**config.mk**
```make
export PLATFORM = sky130hd
export DESIGN_NAME = cip_port
export DESIGN_NICKNAME = d
export VERILOG_FILES = /design/src/cip_pkg.sv /design/src/cip_sync.sv /design/src/cip_limit.sv /design/src/cip_port.sv
export VERILOG_INCLUDE_DIRS = /design/src
export SDC_FILE = /design/constraint.sdc
export NUM_CORES = 1
export LEC_CHECK = 0
export BUFFER_PORTS_ARGS = -buffer_cell sky130_fd_sc_hd__buf_2
export CELL_PAD_IN_SITES_DETAIL_PLACEMENT = 1
export CELL_PAD_IN_SITES_GLOBAL_PLACEMENT = 1
export CORE_ASPECT_RATIO = 1.25
export CORE_MARGIN = 2
export CORE_UTILIZATION = 45
export CTS_CLUSTER_SIZE = 10
export DETAILED_ROUTE_END_ITERATION = 6
export PLACE_DENSITY = 0.84
export SETUP_SLACK_MARGIN = 0.05
export SYNTH_ARGS = -nofsm -noshare
export SYNTH_HDL_FRONTEND = slang
export SYNTH_HIERARCHICAL = 1
export SYNTH_SLANG_ARGS = --single-unit
export TNS_END_PERCENT = 30
```
**constraint.sdc**
```tcl
create_clock -name i_mclk -period 3.8 [get_ports i_mclk]
set_input_delay 0.38 -clock i_mclk [delete_from_list [all_inputs] [get_ports i_mclk]]
set_output_delay 0.38 -clock i_mclk [all_outputs]
set_load 0.05 [all_outputs]
```
**src/cip_map.svh**
```systemverilog
// Purpose: Offsets, field positions, reset values and codes of the charger register port.
// Assumes: Included by its bare name wherever a constant is needed.
// Notes:   Definitions only; no logic lives here.
`ifndef CIP_MAP_SVH
`define CIP_MAP_SVH

// Seven-bit target address on the two-wire bus
`define CIP_TARGET_ADDR   7'h6B
// Register indices
`define CIP_REG_SRC       8'h00
`define CIP_REG_FAULT     8'h09
`define CIP_REG_LAST      8'h0B
// Byte returned for any index above the last register
`define CIP_EMPTY_READ    8'hFF
// Input-source control fields
`define CIP_HIGH_IMP_BIT  7
`define CIP_STAT_MSB      6
`define CIP_STAT_LSB      5
`define CIP_LIM_MSB       4
`define CIP_LIM_LSB       0
// Status-pin function codes
`define CIP_STAT_ENABLE   2'h0
`define CIP_STAT_OFF      2'h3
// Reset values
`define CIP_HIGH_IMP_RESET 1'h0
`define CIP_LIM_RESET     5'h17
`define CIP_SRC_RESET     8'h17
`define CIP_OTHER_RESET   8'h00
// Input current limit codes: (mA - 100) / 100
`define CIP_LIM_500MA     5'h04
`define CIP_LIM_1000MA    5'h09
`define CIP_LIM_2000MA    5'h13
`define CIP_LIM_2100MA    5'h14
`define CIP_LIM_2400MA    5'h17
// Fault register layout: latched bits 7:3, live thermistor bits 2:0
`define CIP_FLT_LATCH_MSB 7
`define CIP_FLT_LATCH_LSB 3
`define CIP_FLT_THERM_MSB 2
// Bit count of one byte on the wire
`define CIP_BYTE_BITS     4'h8

`endif

```
**src/cip_pkg.sv**
```systemverilog
// Purpose: Types shared by the charger register port modules.
// Assumes: Constants come from cip_map.svh.
// Notes:   Nothing here is imported; users write cip_pkg::name.
package cip_pkg;

  // Serial engine states, Gray coded along the usual path except CIP_A_ACK to CIP_RD
  typedef enum logic [3:0] {
    CIP_IDLE  = 4'h0,
    CIP_ADDR  = 4'h1,
    CIP_A_ACK = 4'h3,
    CIP_INDEX = 4'h2,
    CIP_I_ACK = 4'h6,
    CIP_WR    = 4'h7,
    CIP_W_ACK = 4'h5,
    CIP_RD    = 4'h4,
    CIP_M_ACK = 4'hC
  } cip_state_type;

  // Source kinds reported by input source detection
  typedef enum logic [2:0] {
    CIP_SRC_STD_PORT = 3'h0,
    CIP_SRC_CHG_PORT = 3'h1,
    CIP_SRC_UNKNOWN = 3'h2,
    CIP_SRC_NS1A    = 3'h3,
    CIP_SRC_NS2A    = 3'h4,
    CIP_SRC_NS21A   = 3'h5,
    CIP_SRC_NS24A   = 3'h6
  } cip_src_type;

  // Synchronised pins sampled on the system clock
  typedef struct packed {
    logic psel;   // Source-select strap pin
    logic sda;    // Serial data
    logic scl;    // Serial clock
  } cip_pins_type;

  // Whole state of the port
  typedef struct packed {
    cip_state_type     state;      // Serial engine state
    logic              scl_q;      // Last synced clock level
    logic              sda_q;      // Last synced data level
    logic [3:0]        cnt;        // Bits seen in the current byte
    logic [7:0]        shift;      // Incoming byte
    logic [7:0]        tx;         // Outgoing byte
    logic              rw;         // Direction bit of the address
    logic              first;      // Next data byte is the first of the transfer
    logic [7:0]        ptr;        // Register pointer
    logic              sda_oe;     // Drive data line low
    logic              sda_o;      // Data level when driven, always low
    logic [11:0][7:0]  bank;       // Register bank, index 9 unused
    logic [4:0]        flt;        // Latched fault bits
    logic              armed;      // Fault interrupt allowed
    logic              int_pulse;  // Fault interrupt output
  } cip_st_type;

endpackage

```
**src/cip_sync.sv**
```systemverilog
// Purpose: Two-stage synchroniser for pins entering the system clock domain.
// Assumes: Clock enable freezes both stages.
// Notes:   First stage feeds only the second.
`timescale 1ns/10ps
module cip_sync (
  input  wire logic                 i_mclk,
  input  wire logic                 i_reset,
  input  wire logic                 i_ce,
  input  wire cip_pkg::cip_pins_type i_pins,
  output      cip_pkg::cip_pins_type o_pins
);

  // First and second stages; idle bus levels are high
  cip_pkg::cip_pins_type meta_r;
  cip_pkg::cip_pins_type sync_r;

  // Two flops per pin to settle metastability
  always_ff @(posedge i_mclk or posedge i_reset) begin
    if (i_reset) begin
      meta_r <= 3'h3;
      sync_r <= 3'h3;
    end else if (i_ce) begin
      meta_r <= i_pins;
      sync_r <= meta_r;
    end
  end

  assign o_pins = sync_r;

endmodule

```
**src/cip_limit.sv**
```systemverilog
// Purpose: Maps the detected input source to an input current limit code.
// Assumes: Detection result is stable when the done pulse arrives.
// Notes:   Purely combinational; the caller registers the result.
`timescale 1ns/10ps
`include "cip_map.svh"
module cip_limit (
  input  wire logic                i_variant_det,
  input  wire logic                i_psel,
  input  wire cip_pkg::cip_src_type i_src,
  output      logic [4:0]          o_code
);

  // Limit code for the detection variant
  function automatic logic [4:0] det_code(input cip_pkg::cip_src_type src);
    case (src)
      cip_pkg::CIP_SRC_STD_PORT: det_code = `CIP_LIM_500MA;
      cip_pkg::CIP_SRC_CHG_PORT: det_code = `CIP_LIM_2400MA;
      cip_pkg::CIP_SRC_NS1A:    det_code = `CIP_LIM_1000MA;
      cip_pkg::CIP_SRC_NS2A:    det_code = `CIP_LIM_2000MA;
      cip_pkg::CIP_SRC_NS21A:   det_code = `CIP_LIM_2100MA;
      cip_pkg::CIP_SRC_NS24A:   det_code = `CIP_LIM_2400MA;
      // Unknown adapters get the safe USB figure
      default:                  det_code = `CIP_LIM_500MA;
    endcase
  endfunction

  // Select by variant; strap high means USB-class source
  always_comb begin
    if (i_variant_det) begin
      o_code = det_code(i_src);
    end else begin
      o_code = i_psel ? `CIP_LIM_500MA : `CIP_LIM_2400MA;
    end
  end

endmodule

```
**src/cip_port.sv**
```systemverilog
// Purpose: Two-wire target port giving the host access to the charger register bank.
// Assumes: Host drives the serial clock; no clock stretching is done here.
// Notes:   Serial pins are sampled on i_mclk; SCL must stay well below mclk/8.
`timescale 1ns/10ps
`include "cip_map.svh"
module cip_port (
  input  wire logic                i_mclk,
  input  wire logic                i_reset,
  input  wire logic                i_ce,
  input  wire logic                i_scl,
  input  wire logic                i_sda,
  output      logic                o_sda,
  output      logic                o_sda_oe,
  input  wire logic                i_reg_reset,
  input  wire logic                i_wdog_expire,
  input  wire logic [4:0]          i_fault,
  input  wire logic [2:0]          i_therm_fault,
  input  wire logic                i_det_done,
  input  wire logic                i_variant_det,
  input  wire cip_pkg::cip_src_type i_det_src,
  input  wire logic                i_psel,
  output      logic                o_high_impedance_enable,
  output      logic [1:0]          o_stat_func,
  output      logic [4:0]          o_iin_limit,
  output      logic                o_fault_int
);

  cip_pkg::cip_pins_type pins_raw;   // Pins before synchronising
  cip_pkg::cip_pins_type pins;       // Pins after synchronising
  logic [4:0]            auto_code;  // Limit picked by source detection
  cip_pkg::cip_st_type   st_r;       // Registered state
  cip_pkg::cip_st_type   st_nxt;     // Next state

  // True for a register index that exists
  function automatic logic reg_defined(input logic [7:0] idx);
    reg_defined = (idx <= `CIP_REG_LAST);
  endfunction

  // Byte that a read of an index returns; fault bits merged with live thermistor
  function automatic logic [7:0] reg_value(input cip_pkg::cip_st_type s,
                                           input logic [7:0] idx,
                                           input logic [2:0] therm);
    if (!reg_defined(idx)) begin
      reg_value = `CIP_EMPTY_READ;
    end else if (idx == `CIP_REG_FAULT) begin
      reg_value = {s.flt, therm};
    end else begin
      reg_value = s.bank[idx[3:0]];
    end
  endfunction

  assign pins_raw = '{psel: i_psel, sda: i_sda, scl: i_scl};

  // Pin synchroniser
  cip_sync u_sync (
    .i_mclk  (i_mclk),
    .i_reset (i_reset),
    .i_ce    (i_ce),
    .i_pins  (pins_raw),
    .o_pins  (pins)
  );

  // Automatic limit lookup
  cip_limit u_limit (
    .i_variant_det (i_variant_det),
    .i_psel        (pins.psel),
    .i_src         (i_det_src),
    .o_code        (auto_code)
  );

  // Next-state logic: serial engine, register bank, fault latch
  always_comb begin
    logic       scl_rise;
    logic       scl_fall;
    logic       start_c;
    logic       stop_c;
    logic       flt_clear;
    logic [4:0] flt_new;
    scl_rise  = 1'b0;
    scl_fall  = 1'b0;
    start_c   = 1'b0;
    stop_c    = 1'b0;
    flt_clear = 1'b0;
    flt_new   = 5'h00;
    st_nxt    = st_r;
    scl_rise  = pins.scl & ~st_r.scl_q;
    scl_fall  = ~pins.scl & st_r.scl_q;
    // Data edges while clock high mark start and stop
    start_c   = pins.scl & st_r.scl_q & st_r.sda_q & ~pins.sda;
    stop_c    = pins.scl & st_r.scl_q & ~st_r.sda_q & pins.sda;
    st_nxt.scl_q     = pins.scl;
    st_nxt.sda_q     = pins.sda;
    st_nxt.sda_o     = 1'b0;
    st_nxt.int_pulse = 1'b0;

    if (start_c) begin
      // Start or repeated start: receive an address
      st_nxt.state  = cip_pkg::CIP_ADDR;
      st_nxt.cnt    = 4'h0;
      st_nxt.sda_oe = 1'b0;
    end else if (stop_c) begin
      // Stop frees the bus
      st_nxt.state  = cip_pkg::CIP_IDLE;
      st_nxt.sda_oe = 1'b0;
    end else begin
      // Shift in one bit on each rising clock until eight are counted, whatever the state
      if (scl_rise && st_r.cnt < `CIP_BYTE_BITS) begin
        st_nxt.shift = {st_r.shift[6:0], pins.sda};
        st_nxt.cnt   = st_r.cnt + 4'h1;
      end
      case (st_r.state)
        cip_pkg::CIP_IDLE: begin
          st_nxt.sda_oe = 1'b0;
        end
        cip_pkg::CIP_ADDR: begin
          if (scl_fall && st_r.cnt == `CIP_BYTE_BITS) begin
            if (st_r.shift[7:1] == `CIP_TARGET_ADDR) begin
              st_nxt.sda_oe = 1'b1;
              st_nxt.rw     = st_r.shift[0];
              st_nxt.first  = 1'b1;
              st_nxt.state  = cip_pkg::CIP_A_ACK;
            end else begin
              st_nxt.state = cip_pkg::CIP_IDLE;
            end
          end
        end
        cip_pkg::CIP_A_ACK: begin
          if (scl_fall) begin
            st_nxt.cnt = 4'h0;
            if (st_r.rw) begin
              // First read byte goes out at once
              st_nxt.tx     = reg_value(st_r, st_r.ptr, i_therm_fault);
              st_nxt.sda_oe = ~st_nxt.tx[7];
              // single fault read clears the latch
              flt_clear     = (st_r.ptr == `CIP_REG_FAULT);
              st_nxt.ptr    = st_r.ptr + 8'h01;
              st_nxt.first  = 1'b0;
              st_nxt.state  = cip_pkg::CIP_RD;
            end else begin
              st_nxt.sda_oe = 1'b0;
              st_nxt.state  = cip_pkg::CIP_INDEX;
            end
          end
        end
        cip_pkg::CIP_INDEX: begin
          if (scl_fall && st_r.cnt == `CIP_BYTE_BITS) begin
            if (reg_defined(st_r.shift)) begin
              st_nxt.ptr    = st_r.shift;
              st_nxt.sda_oe = 1'b1;
              st_nxt.state  = cip_pkg::CIP_I_ACK;
            end else begin
              st_nxt.state  = cip_pkg::CIP_IDLE;
            end
          end
        end
        cip_pkg::CIP_I_ACK, cip_pkg::CIP_W_ACK: begin
          if (scl_fall) begin
            st_nxt.sda_oe = 1'b0;
            st_nxt.cnt    = 4'h0;
            st_nxt.state  = cip_pkg::CIP_WR;
          end
        end
        cip_pkg::CIP_WR: begin
          if (scl_fall && st_r.cnt == `CIP_BYTE_BITS) begin
            // burst write while in range, else refusal
            if (reg_defined(st_r.ptr)) begin
              if (st_r.ptr != `CIP_REG_FAULT) begin
                // a host write to index 0 replaces the automatic limit
                st_nxt.bank[st_r.ptr[3:0]] = st_r.shift;
              end
              st_nxt.ptr    = st_r.ptr + 8'h01;
              st_nxt.sda_oe = 1'b1;
              st_nxt.state  = cip_pkg::CIP_W_ACK;
            end else begin
              st_nxt.state  = cip_pkg::CIP_IDLE;
            end
          end
        end
        cip_pkg::CIP_RD: begin
          if (scl_fall) begin
            if (st_r.cnt == `CIP_BYTE_BITS) begin
              // Release for the host acknowledge
              st_nxt.sda_oe = 1'b0;
              st_nxt.state  = cip_pkg::CIP_M_ACK;
            end else begin
              st_nxt.tx     = {st_r.tx[6:0], 1'b1};
              st_nxt.sda_oe = ~st_r.tx[6];
            end
          end
        end
        cip_pkg::CIP_M_ACK: begin
          if (scl_rise && pins.sda) begin
            // Host said no more; wait for stop or start
            st_nxt.state = cip_pkg::CIP_IDLE;
          end else if (scl_fall) begin
            // burst read continues at the next index
            st_nxt.cnt = 4'h0;
            if (st_r.ptr == `CIP_REG_FAULT) begin
              // no clear inside a burst; latched bits with live thermistor bits
              st_nxt.tx = {st_r.flt, i_therm_fault};
            end else begin
              st_nxt.tx = reg_value(st_r, st_r.ptr, i_therm_fault);
            end
            st_nxt.sda_oe = ~st_nxt.tx[7];
            st_nxt.ptr    = st_r.ptr + 8'h01;
            st_nxt.state  = cip_pkg::CIP_RD;
          end
        end
        default: begin
          st_nxt.state  = cip_pkg::CIP_IDLE;
          st_nxt.sda_oe = 1'b0;
        end
      endcase
    end

    // detection done loads the automatic limit
    if (i_det_done) begin
      st_nxt.bank[0][`CIP_LIM_MSB:`CIP_LIM_LSB] = auto_code;
    end

    if (i_wdog_expire) begin
      st_nxt.bank[0][`CIP_HIGH_IMP_BIT] = `CIP_HIGH_IMP_RESET;
    end

    // register reset restores the whole bank
    if (i_reg_reset) begin
      st_nxt.bank    = {12{`CIP_OTHER_RESET}};
      st_nxt.bank[0] = `CIP_SRC_RESET;
    end

    // latch faults; new events win over a read clear
    flt_new    = i_fault & ~st_r.flt;
    st_nxt.flt = (flt_clear ? 5'h00 : st_r.flt) | i_fault;
    // one pulse, re-armed only by a read leaving nothing set
    if (st_r.armed && (|flt_new)) begin
      st_nxt.int_pulse = 1'b1;
      st_nxt.armed     = 1'b0;
    end else if (flt_clear && !(|i_fault)) begin
      st_nxt.armed = 1'b1;
    end
  end

  // State register; clock enable freezes everything
  always_ff @(posedge i_mclk or posedge i_reset) begin
    if (i_reset) begin
      st_r           <= '0;
      st_r.state     <= cip_pkg::CIP_IDLE;
      st_r.scl_q     <= 1'b1;
      st_r.sda_q     <= 1'b1;
      st_r.bank      <= {12{`CIP_OTHER_RESET}};
      st_r.bank[0]   <= `CIP_SRC_RESET;
      st_r.armed     <= 1'b1;
    end else if (i_ce) begin
      st_r <= st_nxt;
    end
  end

  // Outputs straight from state flops
  assign o_sda       = st_r.sda_o;
  assign o_sda_oe    = st_r.sda_oe;
  assign o_high_impedance_enable = st_r.bank[0][`CIP_HIGH_IMP_BIT];
  assign o_stat_func = st_r.bank[0][`CIP_STAT_MSB:`CIP_STAT_LSB];
  // code n means (n+1) x 100 mA
  assign o_iin_limit = st_r.bank[0][`CIP_LIM_MSB:`CIP_LIM_LSB];
  assign o_fault_int = st_r.int_pulse;

endmodule

```
# ---- Word-level counts from Yosys, hierarchy flattened
# Index checks and enable logic that the tools add are counted.
dict set report op_classes {
  n_addsub 2
  n_lt_le_gt_ge 5
  n_eq_ne 50
  n_mux 91
  n_bitwise 19
  n_reduce_logical 41
}
# cell count
set ops {}
lappend ops {{two-way mux 96 bit} 7}
lappend ops {{two-way mux 8 bit} 22}
lappend ops {{bitwise mux 96 bit} 1}
lappend ops {{two-way mux 9 bit} 7}
lappend ops {{two-way mux 4 bit} 14}
lappend ops {{inequality test 4 bit (second input constant)} 12}
lappend ops {{binary-select mux 8 bit (select 4 bit)} 1}
lappend ops {{demux 8 bit (select 4 bit)} 1}
lappend ops {{one-hot mux 4 bit (8 select lines)} 1}
lappend ops {{one-hot mux 8 bit (4 select lines)} 1}
lappend ops {{two-way mux 30 bit} 1}
lappend ops {{inequality test 2 bit (second input constant)} 15}
lappend ops {{nonzero test 3 bit} 9}
lappend ops {{one-hot mux 8 bit (3 select lines)} 1}
lappend ops {{AND reduction 12 bit} 2}
lappend ops {{AND reduction 7 bit} 3}
lappend ops {{two-way mux 5 bit} 4}
lappend ops {{one-hot mux 5 bit (4 select lines)} 1}
lappend ops {{AND reduction 10 bit} 2}
lappend ops {{two-way mux 1 bit} 18}
lappend ops {{equality test 4 x 3 -> 1 bit (second input constant)} 4}
lappend ops {{less-or-equal comparator 8 x 4 -> 1 bit (second input constant)} 2}
lappend ops {{inequality test 3 bit (second input constant)} 5}
lappend ops {{two-way mux 12 bit} 1}
lappend ops {{other kinds (38)} 73}
dict set report totals {
  regBits 146
  inputBits 21
  word_cells 241
}

# ---- Depth between registers and ports, before layout
# Gate-level depths: netlist of the first run.
dict set report logic_depth {
  depth_word 15
  depth_mapped 10
  ltp_nobuf 7
}

# ---- Cells and area by module
# Netlist of the first run, hierarchy kept.
# mod n_inst cells_each area_each_um2
set by_module_without_submodules {}
lappend by_module_without_submodules {cip_port 1 674 7474.7}
lappend by_module_without_submodules {cip_sync 1 14 260.2}
lappend by_module_without_submodules {cip_limit 1 12 86.3}

# ---- Least setup slack after synthesis of the first run
# OpenSTA, ideal clock, no wires.
dict set report synth_path {
  kind {register to register}
  start {register st_r[106] (netlist name)}
  end {register st_r[100] (netlist name)}
  setup_time_ps 122
  arrival_time_ps 2324
  t_required_ps 3678
  slack_ps 1355
  stages_incl_launch_ff 9
  n_path_buf 2
  synth_period_minus_slack_ps 2445
  cell_sequence {dfrtp_1 buf_2 clkbuf_1 inv_1 ha_1 o21ai_0 and4_1 o21ai_1 a32o_1}
}
dict set report synth_via {
  elab_chain_cells 12
}
# item line_no
set synth_rtl {}
lappend synth_rtl {{start, declared} cip_port.sv:31} ;# cip_pkg::cip_st_type st_r;
lappend synth_rtl {{start signal, assigned} cip_port.sv:254} ;# st_r <= st_nxt;
lappend synth_rtl {{< comparator 4 x 5 -> 1 bit (implied by the code) / greater-or-equal comparator 4 x 1 -> 1 bit (equally long branches)} cip_port.sv:169} ;# st_nxt.bank[st_r.ptr[3:0]] = st_r.shift;
lappend synth_rtl {{logical AND 1 bit (implied by the code)} cip_port.sv:169}
lappend synth_rtl {{two-way mux 8 bit (implied by the code)} cip_port.sv:169}
lappend synth_rtl {{demux 8 bit (select 4 bit)} cip_port.sv:169}
lappend synth_rtl {{bitwise mux 96 bit} cip_port.sv:169}
lappend synth_rtl {{two-way mux 96 bit} cip_port.sv:167} ;# if (st_r.ptr != `CIP_REG_FAULT) begin
lappend synth_rtl {{two-way mux 96 bit} cip_port.sv:166} ;# if (reg_defined(st_r.ptr)) begin
lappend synth_rtl {{two-way mux 96 bit} cip_port.sv:164} ;# if (scl_fall && st_r.cnt == `CIP_BYTE_BITS) begin
lappend synth_rtl {{two-way mux 96 bit} cip_port.sv:111} ;# case (st_r.state)
lappend synth_rtl {{two-way mux 96 bit} cip_port.sv:101} ;# end else if (stop_c) begin
lappend synth_rtl {{two-way mux 96 bit} cip_port.sv:96} ;# if (start_c) begin
lappend synth_rtl {{two-way mux 96 bit} cip_port.sv:226} ;# if (i_reg_reset) begin
# Parallel ways exist; a longest one is shown, timed or not. The select of a mux whose other input is x is not followed.
# A chain may end at the register's enable or synchronous reset.

# ---- Final worst setup path of the first run
dict set report layout_path {
  start {register st_r[105] (netlist name)}
  end {register st_r[101] (netlist name)}
}
# Same word-level chain as after synthesis.

==> summary.md, run 1 <==
| Metric | Value |
|---|---|
| Number of global-route vias before repair | `6,749` |
| Avg Cell Area, Syn | `11.2 um^2` |
| Post-synthesis cell area | `7820 um^2` |
| Vias | `6,395` |
| Number of synthesized flops with an enable pin | `0` |
| Routability cong. | `0.931` |
| Clock root buffer | `clkbuf_16` |
| Ys Warns | `6` |
| FF+latch count, synth | `144` |
| Initial core utilization | `46.3%` |
| Core box area | `16,900 um^2` |
| Synth cell types | `87` |
| Flop2flop setup slack | `980 ps` |
| Max cap viols | `0` |
| Post-Route Setup TNS | `0 ps` |
| Fraction of layout cells with a size suffix above 1 | `22.3%` |
| Slew headroom | `31.7%` |
| Most common cell after layout, fill and taps aside | `dfrtp_1` |
| PortBufs | `30` |
| Overflow after GRT | `0` |
| Initial antenna violation count | `0` |
| Max FO, Critical Path | `12` |
| Max Clk Rate | `0.354 GHz` |
| Placed wire-length estimate | `16.3 mm` |
| Hold wc startpoint | `i_scl` |
| Crit path launch type | `register` |
| Vias per std cell | `6.82` |
| R2R Path Start | `st_r[105]` |
| Crit path time final | `2820 ps` |
| Fillers | `1,801` |
| Postcts setup bufs | `0` |
| First-pass GRT wire length | `39.3 mm` |
| Cells after DPL | `905` |
| Status | `finished clean` |
| Hold endpoint | `u_sync/meta_r[0]` |
| WS Path Type | `register to register` |
| DR iter-0 viols | `646` |
| Die W | `122 um` |
| Largest net degree at the start of global routing | `71` |
| Setup WS pre-CTS | `1140 ps` |
| LEAKAGE | `0.00372 uW` |
| Clock buffer depth | `2` |
| Final period utilization | `74.3%` |
| Clk sinks | `144` |
| DRT Pass-1 Iters | `5` |
| Die area | `18,500 um^2` |
| WHS Path Cells | `2` |
| VDD IR max | `335 uV` |
| Post-place instance area | `8090 um^2` |
| Average wire per standard cell | `26.5 um` |
| Fin worst setup slack | `977 ps` |
| Hold Fails Final Rpt | `0` |
| Max-slew violation count | `0` |
| Nets | `732` |
| CTS Buf Count | `17` |
| Reg clk slew, reported paths | `70 ps` |
| Main synth FF type | `dfrtp_1` |
| Hold WS | `172 ps` |
| ANT nets after route | `0` |
| Type of the most critical hold path | `primary input to register` |
| Mapped Cells | `700` |
| Setup-failing EPs final | `0` |
| # DRC | `0` |
| Syn nets | `727` |
| Post-Layout Cell Count | `938` |
| Reg-to-Reg End | `st_r[101]` |
| Worst-Skew Late Latency | `450 ps` |
| Global Route Usage Sum | `28.3%` |
| Design area | `8720 um^2` |
| CP Capture Type | `register` |
| Ys async rst share | `100%` |
| Site Rows | `53` |
| R2R depth | `5` |
| Layout area overhead | `11.4%` |
| Clock skew | `18.2 ps` |
| Sequential share of the synthesized area | `46.2%` |
| I/O pins | `32` |
| CP arrival | `3190 ps` |
| CTS tree | `built` |
| H-tree levels | `4` |
| Slew @ Worst Pin | `1020 ps` |
| Die H | `151 um` |
| Drt total wl | `24.9 mm` |
| Antenna Cells | `0` |
| Most frequent cells in the layout | `133 x dfrtp_1, 50 x nand2_1, 45 x a22o_1` |
| Worst path required time | `4170 ps` |
| Unrepaired setup endpoints after global routing | `no` |
| Pwr Density | `626 nW/um^2` |
## worst max-delay path by stage
stage | end | slack (ps) | from | depth (start not counted)
after floorplan | st_r[100] | 1350 | st_r[106] | 8
after global placement | st_r[99] | 1190 | st_r[105] | 5
after detailed placement | st_r[99] | 1140 | st_r[105] | 5
after CTS | st_r[101] | 1030 | st_r[105] | 5
after global routing | st_r[101] | 820 | st_r[105] | 5
final | st_r[101] | 980 | st_r[105] | 5
## area by class of cell
cell class | count | area [um^2] | share of cell area (%)
clock buffer | 18 | 429 | 4.92
clock inverter | 14 | 190 | 2.18
inverter | 22 | 86.3 | 0.991
multi-input combinational | 473 | 3820 | 43.9
sequential | 144 | 3620 | 41.5
tap | 220 | 275 | 3.16
timing repair buffer | 47 | 293 | 3.36
## Yosys cell counts (4+ instances only)
library cell  number  area (um^2)
a21oi_1           16         80.1
a221o_1            4         40.0
a22o_1            45          394
a31oi_1           17          106
a32o_1            22          220
a41oi_1            5         43.8
and2_1            15         93.8
and3_1             4         25.0
and4_1             6         52.6
buf_2             11         55.1
buf_4              8         60.1
clkbuf_1          35          131
dfrtp_1          133         3330
dfstp_2           11          289
ha_1               6         75.1
inv_1             22         82.6
mux2_2            21          236
mux2_4             6         90.1
mux2i_1            9         90.1
mux4_2            24          541
nand2_1           50          188
nand3_1            7         35.0
nand3b_1           4         30.0
nand4_1           10         62.6
nor2_1            21         78.8
nor2b_1           16          100
nor3_1            11         55.1
o211ai_1           6         45.0
o21a_1             8         60.1
o21ai_0           34          170
o21ai_1            8         40.0
o22a_1             5         43.8
o22ai_1            5         31.3
o2bb2ai_1         11         96.3
## critical path, cell delays in order (launching register included)
cell and delay (ps):
dfrtp_1 580, ha_1 420, o21ai_0 640, and4_1 440, and2_0 420, a32o_1 260
## metal layers
metal  routed length (um)  GRT usage, %
met5                    0             0
met4                 1300          15.9
met3                 1810          6.93
met2                12200          46.3
met1                 9590          34.0
## logic make-up after synthesis
family	synth area share, %
AO/OA/AOI/OAI	21.3
other	0.0479
XOR/XNOR	0.448
AND/OR/NAND/NOR	13.9
buffers and inverters	4.85
flip-flops	46.2
adder cells (fa/ha/maj)	0.960
multiplexers	12.2
## flip-flops by register name, summed over array words and instances (netlist names)
name,count
o_stat_func,2
o_iin_limit,5
o_sda_oe,1
st_r,128
u_sync/o_pins,3
o_fault_int,1
u_sync/meta_r,3
o_high_impedance_enable,1
## report_power, final
| part | switching, uW | internal (uW) |
|---|---|---|
| Sequential | 285 | 1720 |
| Combinational | 1040 | 609 |
| Clock | 744 | 1060 |
## per-stage QoR
stage	util (%)	power [uW]
finish	51.5	5450
CTS	51.5	5430
global route	51.5	5670
global placement	47.8	3510
detailed placement	47.8	3590
floorplan	-	3080
## what timing repair did
item | CTS | global route
endpoints found under the hold margin | 2 | 0
hold buffers | 1 | 0
gates resized for setup | 0 | 0
No activity file was read; power rests on OpenSTA's default activity.
==> run 2, diff against run 1 <==
- PLACE_DENSITY: 0.84 -> 0.81
- clock period: 3.8 -> 2.77 ns (I/O delays scaled with it)
==> run 2 against run 1 <==
Compared with the run above:
- clock power increased by 32%
- global-route usage about the same
- maximum frequency increased by 9.0%
- clock skew decreased by 9.1 ps
- sequential power increased by 31%
- first-iteration DRC count decreased by 19%
- clock-buffer cell count increased by 2
- total power increased by 37%
- design area increased by 1.3%
- via count increased by 0.16%
- non-clock buffer count increased by 17
- cell count increased by 1.7%
- largest cell class unchanged
- highest routed layer unchanged
==> summary.md, run 2 (synthesis results as in run 1) <==
| Metric | Value |
|---|---|
| Max cap viols | `0` |
| Sw power | `2780 uW` |
| Largest net degree at the start of global routing | `99` |
| Antenna Cells | `0` |
| DRT Pass-1 Iters | `5` |
| Most flop-heavy register | `st_r` |
| Clock Power Share | `31.8%` |
| Clock skew | `9.09 ps` |
| # DRC | `0` |
| First-pass GRT wire length | `39.4 mm` |
| Nets | `749` |
| Crit path launch type | `register` |
| Gate power share | `33.1%` |
| Final period utilization | `93.5%` |
| CP delay by family, top | `simple AND/OR/NAND/NOR gates` |
| Max-slew violation count | `0` |
| VDD IR max | `494 uV` |
| LEAKAGE | `0.00379 uW` |
| Vias per std cell | `6.71` |
| CP Depth | `7` |
| Hold WS | `72.0 ps` |
| Unrepaired setup endpoints after global routing | `no` |
| Worst-Skew Late Latency | `430 ps` |
| Global Route Usage Sum | `28.3%` |
| CTS tree | `built` |
| Die area | `18,500 um^2` |
| Reg area | `3620 um^2` |
| Average wire per standard cell | `25.9 um` |
| Sequential power share | `35.1%` |
| Overflow after GRT | `0` |
| Crit path max-delay cell type | `dfrtp_1` |
| Number of global-route vias before repair | `6,905` |
| CP Cell Sequence | `inv_1 > ha_1 > and3b_1 > nand4_1 > nor3_1 > a31oi_1 > a22o_1` |
| Drt total wl | `24.7 mm` |
| Fillers | `1,802` |
| Crit path time final | `2590 ps` |
| Fraction of layout cells with a size suffix above 1 | `24.0%` |
| DR iter-0 viols | `522` |
| Postcts setup bufs | `0` |
| Vias | `6,405` |
| Area of the multi-input gates | `3820 um^2` |
| ANT nets after route | `0` |
| Site Rows | `53` |
| Reg clk slew, reported paths | `60 ps` |
| Hold Fails Final Rpt | `0` |
| Sw Ratio | `37.1%` |
| Core box area | `16,900 um^2` |
| CP arrival | `2900 ps` |
| PortBufs | `30` |
| Setup-failing EPs final | `0` |
| Clock root buffer | `clkbuf_16` |
| WS Path Type | `register to register` |
| CP Capture Type | `register` |
| Number of flip-flops in the largest register | `128` |
| Max Clk Rate | `0.386 GHz` |
| Max FO, Critical Path | `8` |
| Most common cell after layout, fill and taps aside | `dfrtp_1` |
| R2R depth | `7` |
| Slew headroom | `36.1%` |
| Most frequent cells in the layout | `132 x dfrtp_1, 50 x nand2_1, 45 x a22o_1` |
| Internal power | `4710 uW` |
| Die W | `122 um` |
| Slew @ Worst Pin | `954 ps` |
| Type of the most critical hold path | `primary input to register` |
| Critical Path Max Stage Delay | `420 ps` |
| Initial core utilization | `46.3%` |
| Post-Route Setup TNS | `0 ps` |
| Status | `finished clean` |
| Layout area overhead | `12.9%` |
| H-tree levels | `4` |
| Worst path required time | `3080 ps` |
| Clk sinks | `144` |
| Routability cong. | `0.906` |
| Initial antenna violation count | `0` |
| Worst path bufs/invs | `1` |
| Placed wire-length estimate | `17.2 mm` |
| Pwr Density | `848 nW/um^2` |
| CTS Buf Count | `17` |
| I/O pins | `32` |
| WHS Path Cells | `2` |
| Clock buffer depth | `2` |
| Die H | `151 um` |
[run 2: path summary, 6_finish.rpt]
kind / startpoint / endpoint / slack [ps]
max in group asynchronous: i_reset / st_r[63] / 1470
worst max register to register: st_r[131] / st_r[30] / 180
worst min register to register: st_r[100] / st_r[100] / 490
min in group asynchronous: i_reset / u_sync/o_pins[2] / 350
worst max-delay path: st_r[131] / st_r[30] / 180
worst min-delay path: i_sda / u_sync/meta_r[1] / 70
[run 2: layout make-up]
cell class | count | area share (%)
inverter | 22 | 0.978
clock inverter | 11 | 1.79
tap | 220 | 3.12
clock buffer | 20 | 5.06
multi-input combinational | 473 | 43.3
sequential | 144 | 41.0
timing repair buffer | 64 | 4.76
[run 2: what timing repair did]
item,in CTS,in global routing
setup endpoints to repair,0,3
hold buffers,1,0
gates resized for setup,0,1
hold endpoints to repair,19,0
[run 2: power groups by stage]
stage | clock [uW] | sequential (uW) | combinational, uW
floorplan | 0 | 2560 | 1670
global placement | 0 | 2630 | 2320
detailed placement | 0 | 2660 | 2420
CTS | 2390 | 2620 | 2460
global route | 2490 | 2660 | 2640
finish | 2380 | 2630 | 2480
[run 2: stage by stage]
step / power [uW] / util [%] / instance area (um^2) / instances / setup WS (ps)
detailed placement: 5080 / 48.6 / 8210 / 922 / 267
global placement: 4950 / 48.6 / 8210 / 922 / 380
floorplan: 4230 / - / 7830 / 700 / 325
finish: 7490 / 52.2 / 8830 / 954 / 180
global route: 7790 / 52.2 / 8830 / 954 / 53.7
CTS: 7480 / 52.2 / 8830 / 954 / 193
[run 2: routing by layer]
| layer | track usage [%] | wire (um) | vias up |
|---|---|---|---|
| li1 | - | - | 2715 |
| met1 | 34.1 | 9650 | 3372 |
| met2 | 49.0 | 12800 | 253 |
| met3 | 5.20 | 1320 | 65 |
| met4 | 12.8 | 1010 | 0 |
| met5 | 0 | 0 | - |
==> run 3, diff against run 2 <==
- RECOVER_POWER: not set -> 25
==> run 3 against run 2 <==
Compared with the run above:
- flip-flop and latch count unchanged
- design area shrank 0.48%
- via count grew 0.45%
- sequential power hardly changed
- core utilization fell by 0.25 points
- clock power about the same
- sequential share of layout area increased by 0.20 points
- clock-buffer cell count unchanged
- critical path depth shrank 2
- critical path type unchanged
==> summary.md, run 3 (synthesis results as in run 1) <==
| Metric | Value |
|---|---|
| Clock root buffer | `clkbuf_16` |
| Setup-failing EPs final | `0` |
| Reg-to-Reg End | `st_r[65]` |
| Antenna Cells | `0` |
| I/O pins | `32` |
| First-pass GRT wire length | `39.4 mm` |
| Most flop-heavy register | `st_r` |
| Most common cell after layout, fill and taps aside | `dfrtp_1` |
| Average wire per standard cell | `26.0 um` |
| CP Capture Type | `register` |
| Overflow after GRT | `0` |
| Drt total wl | `24.8 mm` |
| Fraction of layout cells with a size suffix above 1 | `22.6%` |
| Layout area overhead | `12.4%` |
| Vias | `6,434` |
| Global Route Usage Sum | `28.3%` |
| Initial antenna violation count | `0` |
| Max Clk Rate | `0.382 GHz` |
| Site Rows | `53` |
| Vias per std cell | `6.74` |
| Crit path time final | `2620 ps` |
| CTS tree | `built` |
| Max cap viols | `0` |
| H-tree levels | `4` |
| Reg clk slew, reported paths | `60 ps` |
| Final period utilization | `94.6%` |
| Design area | `8790 um^2` |
| Pwr Density | `850 nW/um^2` |
| R2R depth | `5` |
| Max FO, Critical Path | `15` |
| Post-Route Setup TNS | `0 ps` |
| Hold Fails Final Rpt | `0` |
| WHS Path Cells | `2` |
| Max-slew violation count | `0` |
| WS Path Type | `register to register` |
| CP arrival | `2930 ps` |
| Placed wire-length estimate | `17.2 mm` |
| Clock buffer depth | `2` |
| Unrepaired setup endpoints after global routing | `no` |
| Routability cong. | `0.906` |
| Worst-Skew Late Latency | `430 ps` |
| Largest net degree at the start of global routing | `99` |
| Flop2flop setup slack | `150 ps` |
| CTS Buf Count | `17` |
| Area of the multi-input gates | `3810 um^2` |
| Post-place instance area | `8210 um^2` |
| # DRC | `0` |
| Nets | `749` |
| DRT Pass-1 Iters | `5` |
| Layout Utilization | `52.0%` |
| Initial core utilization | `46.3%` |
| Crit path launch type | `register` |
| R2R Path Start | `st_r[139]` |
| Hold wc startpoint | `i_sda` |
| Die H | `151 um` |
| Type of the most critical hold path | `primary input to register` |
| Die area | `18,500 um^2` |
| Slew headroom | `10.1%` |
| Status | `finished clean` |
| DR iter-0 viols | `541` |
| Worst path required time | `3080 ps` |
| Clock skew | `11.0 ps` |
| Most frequent cells in the layout | `132 x dfrtp_1, 50 x nand2_1, 45 x a22o_1` |
| Core box area | `16,900 um^2` |
| ANT nets after route | `0` |
| PortBufs | `30` |
| Hold endpoint | `u_sync/meta_r[1]` |
| Die W | `122 um` |
| Number of flip-flops in the largest register | `128` |
| Reg area | `3620 um^2` |
| VDD IR max | `491 uV` |
| LEAKAGE | `0.00374 uW` |
| Fillers | `1,806` |
| Clk sinks | `144` |
| Slew @ Worst Pin | `1350 ps` |
| Number of global-route vias before repair | `6,905` |
-- run 3: changes by cell type in the layout (fill, tap and decap cells not counted), moves of 4 or more --
cell	before	now
and2_1	15	7
mux2_1	0	5
clkbuf_1	2	7
buf_2	30	26
mux2_4	6	1
and2_0	3	11
-- run 3: how the worst max path moves through the flow --
stage | start | endpoint | slack [ps]
6_report | st_r[139] | st_r[65] | 150
3_5_place_dp | st_r[138] | st_r[95] | 270
4_1_cts | st_r[132] | st_r[95] | 190
2_1_floorplan | st_r[106] | st_r[100] | 320
3_3_place_gp | st_r[138] | o_iin_limit[3] | 380
5_1_grt | st_r[131] | st_r[48] | 50
-- run 3: critical path: stages, from the launching register on --
cell and delay (ps):
dfrtp_1 640, and4b_1 380, and4_1 500, and2_1 350, a31oi_2 280, a22o_1 340
-- run 3: what timing repair did --
item | in CTS | in global routing
endpoints found under the setup margin | 0 | 3
hold buffers | 1 | 0
hold endpoints to repair | 19 | 0
gates resized for setup | 0 | 1
buffers inserted | 0 | 0
-- run 3: power by group --
part	switching (uW)	internal [uW]
combinational	1570	897
sequential	273	2360
clock	929	1450
total	2770	4700
-- run 3: stage by stage --
stage / setup slack [ps] / hold WS [ps] / instances / power, uW
CTS: 193 / 65.3 / 954 / 7480
finish: 149 / 66.8 / 954 / 7470
global placement: 380 / 217 / 922 / 4950
global route: 53.7 / 73.5 / 954 / 7770
detailed placement: 267 / 237 / 922 / 5080
floorplan: 325 / 65.1 / 700 / 4230
-- run 3: layer usage --
metal  vias to the layer above  GRT usage, %  share of wire [%]
li1                       2727             -                  -
met1                      3406          34.1                 39
met2                       231          49.0                 52
met3                        70          5.20                5.0
met4                         0          12.8                4.1
met5                         -             0                  0
-- run 3: cell type report --
class                      count  share of cell area [%]
clock buffer                  20                    5.08
clock inverter                11                    1.79
inverter                      22                   0.954
multi-input combinational    473                    43.3
sequential                   144                    41.2
tap                          220                    3.13
timing repair buffer          64                    4.54
